==> config.mk <==
export PLATFORM = sky130hd
export DESIGN_NAME = selfid_status_iso_channel_filter
export DESIGN_NICKNAME = d
export VERILOG_FILES = /design/src/verilog/selfid_iso_pkg.sv /design/src/verilog/upper_channel_filter.sv /design/src/verilog/selfid_status_iso_channel_filter.sv
export SDC_FILE = /design/constraint.sdc
export NUM_CORES = 1
export LEC_CHECK = 0
export ABC_AREA = 1
export BUFFER_PORTS_ARGS = -buffer_cell sky130_fd_sc_hd__buf_2
export CELL_PAD_IN_SITES_DETAIL_PLACEMENT = 1
export CELL_PAD_IN_SITES_GLOBAL_PLACEMENT = 2
export CORE_MARGIN = 1
export CORE_UTILIZATION = 36
export DETAILED_ROUTE_END_ITERATION = 8
export PLACE_DENSITY = 0.92
export SETUP_SLACK_MARGIN = 0.2
export SLEW_MARGIN = 15
export SYNTH_ARGS = -nofsm -noshare
export SYNTH_HDL_FRONTEND = slang
export SYNTH_SLANG_ARGS = --single-unit
==> constraint.sdc <==
create_clock -name clock -period 3.3 [get_ports clock]
set_clock_uncertainty 0.2 [all_clocks]
set_input_delay 0.33 -clock clock [delete_from_list [all_inputs] [get_ports clock]]
set_output_delay 0.33 -clock clock [all_outputs]
set_load 0.01 [all_outputs]
==> src/verilog/selfid_iso_pkg.sv <==
// constants for the self-id status and upper isochronous channel mask bank
// shared by the register bank and its channel filter
package selfid_iso_pkg;

  localparam int unsigned addr_w    = 8;
  localparam int unsigned data_w    = 32;
  localparam int unsigned gen_w     = 8;
  localparam int unsigned size_w    = 9;
  localparam int unsigned chan_w    = 6;
  localparam int unsigned irq_w     = 4;

  // register offsets (byte addresses)
  localparam logic [7:0] selfid_count_addr   = 8'h68;
  localparam logic [7:0] upper_mask_set_addr = 8'h70;
  localparam logic [7:0] upper_mask_clr_addr = 8'h74;
  localparam logic [7:0] link_control_addr   = 8'hA0;
  localparam logic [7:0] buffer_base_addr    = 8'hA4;
  localparam logic [7:0] irq_status_addr     = 8'hA8;
  localparam logic [7:0] irq_clear_addr      = 8'hAC;
  localparam logic [7:0] irq_enable_addr     = 8'hB0;

  // self-id status word layout
  localparam int unsigned err_bit   = 31;
  localparam int unsigned gen_lsb   = 16;
  localparam int unsigned size_lsb  = 2;

  // link control layout
  localparam int unsigned link_enable_bit = 0;

  // buffer base is 2k-byte aligned: bits below this read zero
  localparam int unsigned base_lsb  = 11;
  localparam int unsigned base_w    = 21;
  localparam int unsigned quad_lsb  = 2;

  // upper mask covers channels 32..63
  localparam logic [5:0] upper_chan_first = 6'h20;
  localparam int unsigned upper_sel_bit   = 5;

  // interrupt status bit positions
  localparam int unsigned irq_bus_reset = 0;
  localparam int unsigned irq_rx_done   = 1;
  localparam int unsigned irq_rx_error  = 2;
  localparam int unsigned irq_discard   = 3;

  // reset values and the size count limit
  localparam logic [31:0] zero_word       = 32'h0000_0000;
  localparam logic [31:0] mask_reset      = 32'h0000_0000;
  localparam logic [7:0]  gen_reset       = 8'h00;
  localparam logic [8:0]  size_reset      = 9'h000;
  localparam logic [8:0]  size_max        = 9'h1FF;

  typedef enum logic [0:0] {
    rx_idle      = 1'b0,
    rx_receiving = 1'b1
  } rx_state_e;

endpackage

==> src/verilog/upper_channel_filter.sv <==
// channel filter for the upper block of isochronous channels
// expects a registered mask and a channel number valid beside iso_valid
`timescale 1ns/1ps

module upper_channel_filter #(
  parameter int unsigned lanes = 32
) (
  // mask and channel
  input  wire logic [lanes-1:0]                     iso_rx_upper_channel_enable,
  input  wire logic [selfid_iso_pkg::chan_w-1:0]    channel,
  // result
  output logic                                      upper_hit,
  output logic                                      in_upper_block
);
  import selfid_iso_pkg::*;

  logic [lanes-1:0] lane_hit;

  // lane k matches channel 32+k only when its enable bit is set
  genvar k;
  generate
    for (k = 0; k < lanes; k++) begin : g_lane
      assign lane_hit[k] = iso_rx_upper_channel_enable[k] &&
                           (channel == (upper_chan_first + chan_w'(k)));
    end
  endgenerate

  assign in_upper_block = channel[upper_sel_bit];
  assign upper_hit      = |lane_hit;

endmodule

==> src/verilog/selfid_status_iso_channel_filter.sv <==
// self-id status word, upper isochronous channel mask and their receive-side logic
// assumes event pulses from the receive path are one cycle long and synchronous
`timescale 1ns/1ps

module selfid_status_iso_channel_filter (
  // clock and reset
  input  wire logic                                 clock,
  input  wire logic                                 resetn,
  // register port
  input  wire logic [selfid_iso_pkg::addr_w-1:0]    reg_addr,
  input  wire logic [selfid_iso_pkg::data_w-1:0]    reg_wdata,
  input  wire logic                                 reg_write,
  input  wire logic                                 reg_read,
  output logic [selfid_iso_pkg::data_w-1:0]         reg_rdata,
  // self-id reception events
  input  wire logic                                 bus_reset_seen,
  input  wire logic                                 selfid_start,
  input  wire logic                                 selfid_quadlet_written,
  input  wire logic                                 selfid_end,
  input  wire logic                                 selfid_fault,
  input  wire logic                                 host_write_fail,
  // buffer side
  output logic [selfid_iso_pkg::data_w-1:0]         selfid_write_addr,
  output logic                                      selfid_buffer_valid,
  // isochronous filter
  input  wire logic                                 iso_valid,
  input  wire logic [selfid_iso_pkg::chan_w-1:0]    iso_channel,
  input  wire logic                                 iso_lower_hit,
  output logic                                      iso_accept,
  output logic                                      iso_discard,
  // link control and interrupt
  output logic                                      link_operation_enable,
  output logic                                      irq
);
  import selfid_iso_pkg::*;

  ////////////////////////////////////////////////////////////////////////////////
  // register decode

  logic wr_mask_set;
  logic wr_mask_clr;
  logic wr_link;
  logic wr_base;
  logic wr_irq_clr;
  logic wr_irq_en;

  assign wr_mask_set = reg_write && (reg_addr == upper_mask_set_addr);
  assign wr_mask_clr = reg_write && (reg_addr == upper_mask_clr_addr);
  assign wr_link     = reg_write && (reg_addr == link_control_addr);
  assign wr_base     = reg_write && (reg_addr == buffer_base_addr);
  assign wr_irq_clr  = reg_write && (reg_addr == irq_clear_addr);
  assign wr_irq_en   = reg_write && (reg_addr == irq_enable_addr);

  ////////////////////////////////////////////////////////////////////////////////
  // control registers

  logic [data_w-1:0] mask_reg;
  logic [data_w-1:0] mask_next;
  logic              link_en_reg;
  logic              link_en_next;
  logic [base_w-1:0] base_reg;
  logic [base_w-1:0] base_next;

  always_comb begin
    mask_next    = mask_reg;
    link_en_next = link_en_reg;
    base_next    = base_reg;
    if (wr_mask_set) begin
      mask_next = mask_reg | reg_wdata;
    end
    if (wr_mask_clr) begin
      mask_next = mask_reg & ~reg_wdata;
    end
    if (wr_link) begin
      link_en_next = reg_wdata[link_enable_bit];
    end
    if (wr_base) begin
      base_next = reg_wdata[data_w-1:base_lsb];
    end
  end

  always_ff @(posedge clock or negedge resetn) begin
    if (!resetn) begin
      mask_reg    <= mask_reset;
      link_en_reg <= 1'b0;
      base_reg    <= '0;
    end else begin
      mask_reg    <= mask_next;
      link_en_reg <= link_en_next;
      base_reg    <= base_next;
    end
  end

  assign link_operation_enable = link_en_reg;

  ////////////////////////////////////////////////////////////////////////////////
  // self-id reception tracking

  // with the link off every receive event is dropped at the door
  logic ev_reset;
  logic ev_start;
  logic ev_quad;
  logic ev_end;
  logic ev_err;

  assign ev_reset = bus_reset_seen && link_en_reg;
  assign ev_start = selfid_start && link_en_reg;
  assign ev_quad  = selfid_quadlet_written && link_en_reg;
  assign ev_end   = selfid_end && link_en_reg;
  assign ev_err   = (selfid_fault || host_write_fail) && link_en_reg;

  rx_state_e          rx_state_reg;
  rx_state_e          rx_state_next;
  logic               err_flag_reg;
  logic               err_flag_next;
  logic               err_seen_reg;
  logic               err_seen_next;
  logic [gen_w-1:0]   gen_reg;
  logic [gen_w-1:0]   gen_next;
  logic [size_w-1:0]  size_reg;
  logic [size_w-1:0]  size_next;
  logic               rx_done_pulse;
  logic               rx_err_pulse;

  always_comb begin
    rx_state_next = rx_state_reg;
    err_flag_next = err_flag_reg;
    err_seen_next = err_seen_reg;
    size_next     = size_reg;
    gen_next      = gen_reg;
    rx_done_pulse = 1'b0;
    rx_err_pulse  = 1'b0;
    if (ev_reset) begin
      gen_next = gen_reg + 8'h01;
    end
    unique case (rx_state_reg)
      rx_idle: begin
        if (ev_start) begin
          rx_state_next = rx_receiving;
          size_next     = size_reset;
          err_seen_next = ev_err;
        end
      end
      rx_receiving: begin
        if (ev_start) begin
          // restart: a new reception discards the partial count
          size_next     = size_reset;
          err_seen_next = ev_err;
        end else begin
          if (ev_quad && (size_reg != size_max)) begin
            size_next = size_reg + 9'h001;
          end
          if (ev_err) begin
            err_seen_next = 1'b1;
          end
          if (ev_end) begin
            rx_state_next = rx_idle;
            rx_done_pulse = 1'b1;
            if (err_seen_reg || ev_err) begin
              err_flag_next = 1'b1;
              rx_err_pulse  = 1'b1;
            end else begin
              err_flag_next = 1'b0;
            end
          end
        end
      end
    endcase
    // an error flags the status as soon as it is seen, not only at the end
    if (ev_err && (rx_state_reg == rx_receiving || ev_start)) begin
      err_flag_next = 1'b1;
    end
  end

  always_ff @(posedge clock or negedge resetn) begin
    if (!resetn) begin
      rx_state_reg <= rx_idle;
      err_flag_reg <= 1'b0;
      err_seen_reg <= 1'b0;
      gen_reg      <= gen_reset;
      size_reg     <= size_reset;
    end else begin
      rx_state_reg <= rx_state_next;
      err_flag_reg <= err_flag_next;
      err_seen_reg <= err_seen_next;
      gen_reg      <= gen_next;
      size_reg     <= size_next;
    end
  end

  // next quadlet lands at base plus four times the count
  logic [data_w-1:0] write_addr_reg;
  logic [data_w-1:0] write_addr_next;

  always_comb begin
    write_addr_next = {base_reg, {base_lsb{1'b0}}} |
                      data_w'({size_next, {quad_lsb{1'b0}}});
  end

  always_ff @(posedge clock or negedge resetn) begin
    if (!resetn) begin
      write_addr_reg <= zero_word;
    end else begin
      write_addr_reg <= write_addr_next;
    end
  end

  assign selfid_write_addr = write_addr_reg;

  // buffer trusted whenever idle with the error flag clear; reset loads it low, and it rises on the first clock after reset, before any reception
  logic buf_valid_reg;
  logic buf_valid_next;

  always_comb begin
    buf_valid_next = (rx_state_next == rx_idle) && !err_flag_next;
  end

  always_ff @(posedge clock or negedge resetn) begin
    if (!resetn) begin
      buf_valid_reg <= 1'b0;
    end else begin
      buf_valid_reg <= buf_valid_next;
    end
  end

  assign selfid_buffer_valid = buf_valid_reg;

  ////////////////////////////////////////////////////////////////////////////////
  // isochronous channel filter

  logic upper_hit;
  logic in_upper;

  upper_channel_filter #(
    .lanes (data_w)
  ) u_filter (
    .iso_rx_upper_channel_enable (mask_reg),
    .channel                     (iso_channel),
    .upper_hit                   (upper_hit),
    .in_upper_block              (in_upper)
  );

  logic chan_ok;

  // lower channels defer to the lower mask held elsewhere
  assign chan_ok     = in_upper ? upper_hit : iso_lower_hit;
  assign iso_accept  = iso_valid && link_en_reg && chan_ok;
  assign iso_discard = iso_valid && !(link_en_reg && chan_ok);

  ////////////////////////////////////////////////////////////////////////////////
  // interrupt status

  logic [irq_w-1:0] irq_stat_reg;
  logic [irq_w-1:0] irq_stat_next;
  logic [irq_w-1:0] irq_en_reg;
  logic [irq_w-1:0] irq_en_next;
  logic [irq_w-1:0] irq_events;

  always_comb begin
    irq_events                = '0;
    irq_events[irq_bus_reset] = ev_reset;
    irq_events[irq_rx_done]   = rx_done_pulse;
    irq_events[irq_rx_error]  = rx_err_pulse;
    irq_events[irq_discard]   = iso_discard;
  end

  always_comb begin
    irq_stat_next = irq_stat_reg;
    irq_en_next   = irq_en_reg;
    if (wr_irq_clr) begin
      irq_stat_next = irq_stat_reg & ~reg_wdata[irq_w-1:0];
    end
    // a new event in the clearing cycle survives the clear
    irq_stat_next = irq_stat_next | irq_events;
    if (wr_irq_en) begin
      irq_en_next = reg_wdata[irq_w-1:0];
    end
  end

  always_ff @(posedge clock or negedge resetn) begin
    if (!resetn) begin
      irq_stat_reg <= '0;
      irq_en_reg   <= '0;
    end else begin
      irq_stat_reg <= irq_stat_next;
      irq_en_reg   <= irq_en_next;
    end
  end

  logic irq_reg;

  always_ff @(posedge clock or negedge resetn) begin
    if (!resetn) begin
      irq_reg <= 1'b0;
    end else begin
      irq_reg <= |(irq_stat_next & irq_en_next);
    end
  end

  assign irq = irq_reg;

  ////////////////////////////////////////////////////////////////////////////////
  // read data

  logic [data_w-1:0] status_word;
  logic [data_w-1:0] rdata_reg;
  logic [data_w-1:0] rdata_next;

  // unused ranges stay zero by construction
  always_comb begin
    status_word                          = zero_word;
    status_word[err_bit]                 = err_flag_reg;
    status_word[gen_lsb +: gen_w]        = gen_reg;
    status_word[size_lsb +: size_w]      = size_reg;
  end

  always_comb begin
    rdata_next = zero_word;
    if (reg_read) begin
      unique case (reg_addr)
        selfid_count_addr:   rdata_next = status_word;
        upper_mask_set_addr: rdata_next = mask_reg;
        upper_mask_clr_addr: rdata_next = mask_reg;
        link_control_addr:   rdata_next = data_w'(link_en_reg);
        buffer_base_addr:    rdata_next = {base_reg, {base_lsb{1'b0}}};
        irq_status_addr:     rdata_next = data_w'(irq_stat_reg);
        irq_enable_addr:     rdata_next = data_w'(irq_en_reg);
        default:             rdata_next = zero_word;
      endcase
    end
  end

  always_ff @(posedge clock or negedge resetn) begin
    if (!resetn) begin
      rdata_reg <= zero_word;
    end else begin
      rdata_reg <= rdata_next;
    end
  end

  assign reg_rdata = rdata_reg;

endmodule

==> results of run 1 <==
-- per-stage QoR --
stage,util,worst slack (ns)
3_5_place_dp,0.426,0.671
4_1_cts,0.481,0.821
3_3_place_gp,0.426,0.811
2_1_floorplan,-,1.18
6_report,0.481,0.850
5_1_grt,0.481,0.604
-- worst max-delay path, stage by stage (launching register included) --
cell and delay (ns):
dfrtp_1 0.42, ha_1 0.23, nand3_1 0.09, nor2_1 0.07
nand3_1 0.09, nor2_1 0.05, ha_1 0.17, nor2_1 0.11
nand3_1 0.17, nor2_1 0.39, inv_1 0.12, nor2_1 0.11
o21ai_0 0.07, o21ai_0 0.07
-- cell families after synthesis --
logic type               count (synthesis)
adder cells (fa/ha/maj)                  3
buffers and inverters                   90
AND/OR/NAND/NOR                        261
multiplexers                            18
XOR/XNOR                                 8
other                                    1
AO/OA/AOI/OAI                          117
flip-flops                             137
-- per-layer routing --
layer	routed length [um]	up-vias	track usage	part of all wire
li1	-	2423	-	-
met1	7910	2554	0.274	0.44
met2	9130	114	0.392	0.51
met3	632	24	0.0467	0.035
met4	319	0	0.0745	0.018
met5	0	-	0	0
-- cell usage after synthesis, types with 3 or more instances --
library cell,count
dfrtp_1,137
nand2_1,131
inv_1,61
a21oi_1,54
nand3_1,49
nor2_1,46
a31oi_1,25
o21ai_0,24
nand4_1,11
mux2_4,10
clkbuf_1,8
mux2_2,7
nor2_4,7
xor2_1,7
nor2_2,6
buf_2,5
buf_4,5
o211ai_1,5
a221oi_1,4
inv_2,4
ha_1,3
nand2_2,3
nor3_1,3
-- cell type report --
type,count,area (um^2)
inverter,67,255
clock buffer,20,437
fill,1859,8370
clock inverter,11,173
sequential,137,3430
multi-input combinational,409,2200
timing repair buffer,159,985
tap,216,270
-- worst paths after layout --
path	from	endpoint	slack (ns)	depth (start not counted)
setup / recovery	size_reg[1]$_DFFE_PN0P_	size_reg[3]$_DFFE_PN0P_	0.85	13
hold / removal	reg_wdata[23]	base_reg[12]$_DFFE_PN0P_	0.02	3
setup reg to reg	size_reg[1]$_DFFE_PN0P_	size_reg[3]$_DFFE_PN0P_	0.85	13
hold reg to reg	base_reg[3]$_DFFE_PN0P_	selfid_write_addr[14]$_DFF_PN0_	0.20	0
max in group asynchronous	resetn	selfid_write_addr[30]$_DFF_PN0_	1.84	3
min in group asynchronous	resetn	reg_rdata[1]$_DFF_PN0_	0.27	2
-- power by group --
group          internal [mW]  leakage, nW  total (mW)  switching [mW]
registers               1.81         1.85        1.93           0.118
clock network           1.26        0.294        1.99           0.728
logic                  0.191         1.91       0.492           0.301
total                   3.27         4.05        4.41            1.15
-- what timing repair did --
action	in CTS	in global routing
hold endpoints to repair	109	0
gates resized for setup	0	0
hold buffers	28	0
endpoints found under the setup margin	0	0
-- layout by cell type, fill, tap and decap left out, types with 2 or more instances in the layout --
cell type / count
o21ai_0: 24
mux2_4: 10
o211ai_1: 5
nor2_4: 7
conb_1: 2
nor3_1: 3
dlygate4sd3_1: 28
nand3_1: 49
nand4_1: 11
o22ai_1: 2
clkbuf_16: 17
inv_1: 61
dfrtp_1: 137
clkbuf_1: 3
ha_1: 3
inv_2: 4
nand2_1: 131
nor2_2: 6
clkinv_4: 3
clkinv_2: 3
nor2_1: 46
a21oi_1: 54
buf_12: 2
a31oi_1: 25
a221oi_1: 4
bufinv_16: 4
buf_4: 5
nand2_2: 3
mux2_2: 7
buf_2: 123
xor2_1: 7
==> results.cfg, run 1 <==
[route]
avgRoutedWirePerCell_um = 17.7
route.detailed.drc = 0
dr.pass1.iters = 4
drt_wl_total_um = 18000
drt_iter0_markers = 274
vias_per_cell = 5.02
final_antenna_net_count = 0
via_count = 5115

[global_route]
overflow = 0
grt_pass1_wl_um = 29800
grt_max_degree = 72
gr-usage-all-layers = 0.224
antenna_found_initial = 0
grt_pass1_vias = 5552

[logic_synthesis]
synth_ff_type = dfrtp_1
yosysTopAreaCell = dfrtp_1
synth_top_area_frac = 0.571
syn_inst = 635
synth_simple_gate_area_frac = 0.195
synth-edff-count = 0
seq_area_frac_synth = 0.571
yosys.area_share.adder = 0.00625
synth.distinct_cells = 40
ys_warn_count = 0
synth_xor_area_frac = 0.0117
syn_area_per_cell_um2 = 9.46
synth_mux_area_frac = 0.0400
synth_area_um2 = 6010
ys_top_cells_by_area = dfrtp_1 (57%), nand2_1 (8.2%), a21oi_1 (4.5%)
synth_top_family_by_area = simple AND/OR/NAND/NOR gates
ys_ff_latch = 137
synthArstFlopShare = 1.00
synth_compound_area_frac = 0.112

[clock_tree]
clock_latency_ns = 0.43
cts_root_buf = clkbuf_16
cts_setup_buffers = 0
numCtsBuffers = 17
clkSlewWorstSetupHoldPaths_ns = 0.06
cts_tree = yes
cts.sinks = 137
htree_levels = 4
max-clock-path-buffers = 2

[power_and_ir_drop]
power_density_nw_per_um2 = 570
irDropWorstVdd_v = 0.000390
leakagePower_nw = 4.05
finalPower_mw = 4.41

[setup_path]
crit_required_ns = 3.44
arrival_ns = 2.59
start_kind = register
crit_type = register to register
cp_max_fo = 6
end_kind = register

[final_layout]
fin_area_um2 = 7750
finalNonFillerCells = 1019
area_delta_synth_final_pct = 29.0
drive_gt1_frac = 0.250
diodes = 0
layout.nets = 852

[floorplan]
die_h_um = 131
rows = 46
dieArea_um2 = 17200
ios = 127
die_w_um = 131
coreArea_um2 = 16100
start_util = 0.373

[placement]
portBuffers = 124
gp_congestion = 0.851
dpl_cell_area_um2 = 6860
dp_hpwl_um = 12900
dp_cells = 960

[sta]
min_period_ns = 2.45
rsz0062_at_grt = false
max-slew-margin-rel = 0.561
setup_viol = 0
max_freq_mhz = 408
holdWs_ns = 0.0187
period_share = 0.742
worstMarginPinSlew_ns = 0.659
finalHoldViolCount = 0
slew_violations = 0
tns_ns = 0

[run]
drv_cap = 0

[min_path]
hold_class = input pin to register

[status]
status = finished, final reports clean
Note: power is estimated with default switching activity, not from simulation.
==> run 2, diff against run 1 <==
CORE_UTILIZATION = 30   (was 36)
PLACE_DENSITY = 0.83   (was 0.92)
clock period = 2.1 ns   (was 3.3 ns; I/O delays follow)
==> run 2 against run 1 <==
Net effect: combinational power is 120% higher; worst hold slack worse by 0.0035 ns; clock power is 62% higher; largest cell class unchanged; largest power group unchanged.
==> results.cfg, run 2 (same netlist as run 1, synthesis figures left out) <==
[clock_tree]
htree_levels = 4
numCtsBuffers = 17
cts_tree = yes
cts_root_buf = clkbuf_16
clkSlewWorstSetupHoldPaths_ns = 0.06
max-clock-path-buffers = 2
cts.sinks = 137
clock_latency_ns = 0.42

[setup_path]
cp-startpoint = size_reg[1]$_DFFE_PN0P_
cp_max_fo = 4
worst-path-buf-inv = 0
cp_slowest_stage_delay_ns = 0.41
r2r_cells = 13
cp_common_cell = nor2_4
start_kind = register
r2r_slack_ns = 0.01
r2r_start = size_reg[1]$_DFFE_PN0P_
r2r-end = size_reg[7]$_DFFE_PN0P_
critical-path-slowest-cell = dfrtp_1
crit_required_ns = 2.21
cpLargestDelayFamily = simple AND/OR/NAND/NOR gates
cp_num_cells = 13
crit_chain = ha_4, nand3_4, nor2_4, nand3_2, nor2_2, ha_2, nor2_4, nand3_4, nor2_4, and3_4, nand3_2, nand2_1, nor2_1
endpoint = size_reg[7]$_DFFE_PN0P_
crit_type = register to register
end_kind = register
arrival_ns = 2.20

[sta]
worstMarginPinSlew_ns = 0.583
rsz0062_at_grt = true
max-slew-margin-rel = 0.611
finalHoldViolCount = 0
max_freq_mhz = 479
setup_slack_ns = 0.0102
slew_violations = 0
period_share = 0.995
min_period_ns = 2.09
setup_viol = 0

[placement]
gp_congestion = 0.824
dp_worst_setup_slack_ns = -0.0269
dp_cells = 1029
dp_hpwl_um = 12700
dpl_cell_area_um2 = 7090
portBuffers = 124

[final_layout]
ff_latch_area_um2 = 3430
n_fill_cell = 2294
layout.nets = 903
layout_commonest_cell = dfrtp_1
mostFrequentLayoutCells = dfrtp_1 (137), nand2_1 (123), buf_2 (122), inv_1 (59), a21oi_1 (51)
area_delta_synth_final_pct = 40.6
fin_area_um2 = 8450
diodes = 0
finalNonFillerCells = 1120
drive_gt1_frac = 0.323
multiInputGateArea_um2 = 2360

[route]
final_antenna_net_count = 0
route.detailed.drc = 0
drt_wl_total_um = 17900
avgRoutedWirePerCell_um = 16.0
via_count = 5179
drt_iter0_markers = 138
dr.pass1.iters = 4
vias_per_cell = 4.62

[floorplan]
die_w_um = 144
die_h_um = 144
start_util = 0.308
coreArea_um2 = 19500
dieArea_um2 = 20600
rows = 51
ios = 127

[global_route]
grt_pass1_vias = 5369
overflow = 0
grt_pass1_wl_um = 29000
grt_max_degree = 53
gr-usage-all-layers = 0.186
antenna_found_initial = 0

[min_path]
hold_class = input pin to register

[power_and_ir_drop]
leakagePower_nw = 4.35
power_density_nw_per_um2 = 866
irDropWorstVdd_v = 0.000623
finalPower_mw = 7.31

[status]
status = finished, final reports clean

[run]
drv_cap = 0
==> run 2: cell count changes in the layout (fill, tap and decap cells not counted), moves of 7 or more <==
cell	previous run	this run
nor2_1	46	39
nand2_2	3	10
nand2_1	131	123
buf_4	5	40
dlygate4sd3_1	28	39
==> run 2: worst reg2reg max path: stages (launching register included) <==
cell and delay [ns]:
dfrtp_1 0.41, ha_4 0.18, nand3_4 0.07, nor2_4 0.05
nand3_2 0.07, nor2_2 0.04, ha_2 0.18, nor2_4 0.11
nand3_4 0.14, nor2_4 0.15, and3_4 0.22, nand3_2 0.06
nand2_1 0.06, nor2_1 0.05
==> run 2: report_power, final <==
part / switching, mW / total (mW) / internal (mW)
Combinational: 0.580 / 1.07 / 0.486
Sequential: 0.162 / 3.01 / 2.85
Clock: 1.12 / 3.23 / 2.11
Total: 1.86 / 7.31 / 5.45
==> run 2: layout make-up <==
class                      instances  share of cell area
clock buffer                      21              0.0569
multi-input combinational        409               0.280
inverter                          67              0.0304
sequential                       137               0.406
timing repair buffer             210               0.168
tap                              265              0.0393
clock inverter                    11              0.0197
==> run 2: layer usage <==
layer / GRT usage / vias to the layer above / wire, um
met3: 0.0367 / 17 / 649
li1: - / 2526 / -
met1: 0.246 / 2531 / 8230
met2: 0.305 / 105 / 8780
met4: 0.0622 / 0 / 223
met5: 0 / - / 0
==> run 2: worst min path at each step <==
| stage | start | endpoint | cells past startpoint |
|---|---|---|---|
| 3_3_place_gp | resetn | size_reg[7]$_DFFE_PN0P_ | 1 |
| 3_5_place_dp | resetn | size_reg[1]$_DFFE_PN0P_ | 1 |
| 5_1_grt | bus_reset_seen | gen_reg[3]$_DFFE_PN0P_ | 4 |
| 2_1_floorplan | resetn | async pin | 0 |
| 4_1_cts | bus_reset_seen | gen_reg[3]$_DFFE_PN0P_ | 4 |
| 6_report | bus_reset_seen | gen_reg[3]$_DFFE_PN0P_ | 4 |
==> run 2: repair_timing <==
| item | CTS | global route |
|---|---|---|
| endpoints found under the setup margin | 10 | 23 |
| buffers inserted | 15 | 4 |
| hold buffers | 40 | 0 |
| cloned | 0 | 0 |
| pin swaps | 11 | 16 |
| hold endpoints to repair | 203 | 0 |
| resized for setup | 22 | 24 |
==> run 2: stage by stage <==
step            util  setup TNS (ns)  hold WS (ns)
5_1_grt        0.433          -0.474        0.0449
3_3_place_gp   0.363               0       -0.0521
3_5_place_dp   0.363         -0.0269       -0.0556
4_1_cts        0.426        -0.00699       0.00485
6_report       0.433               0        0.0152
2_1_floorplan      -               0        -0.286
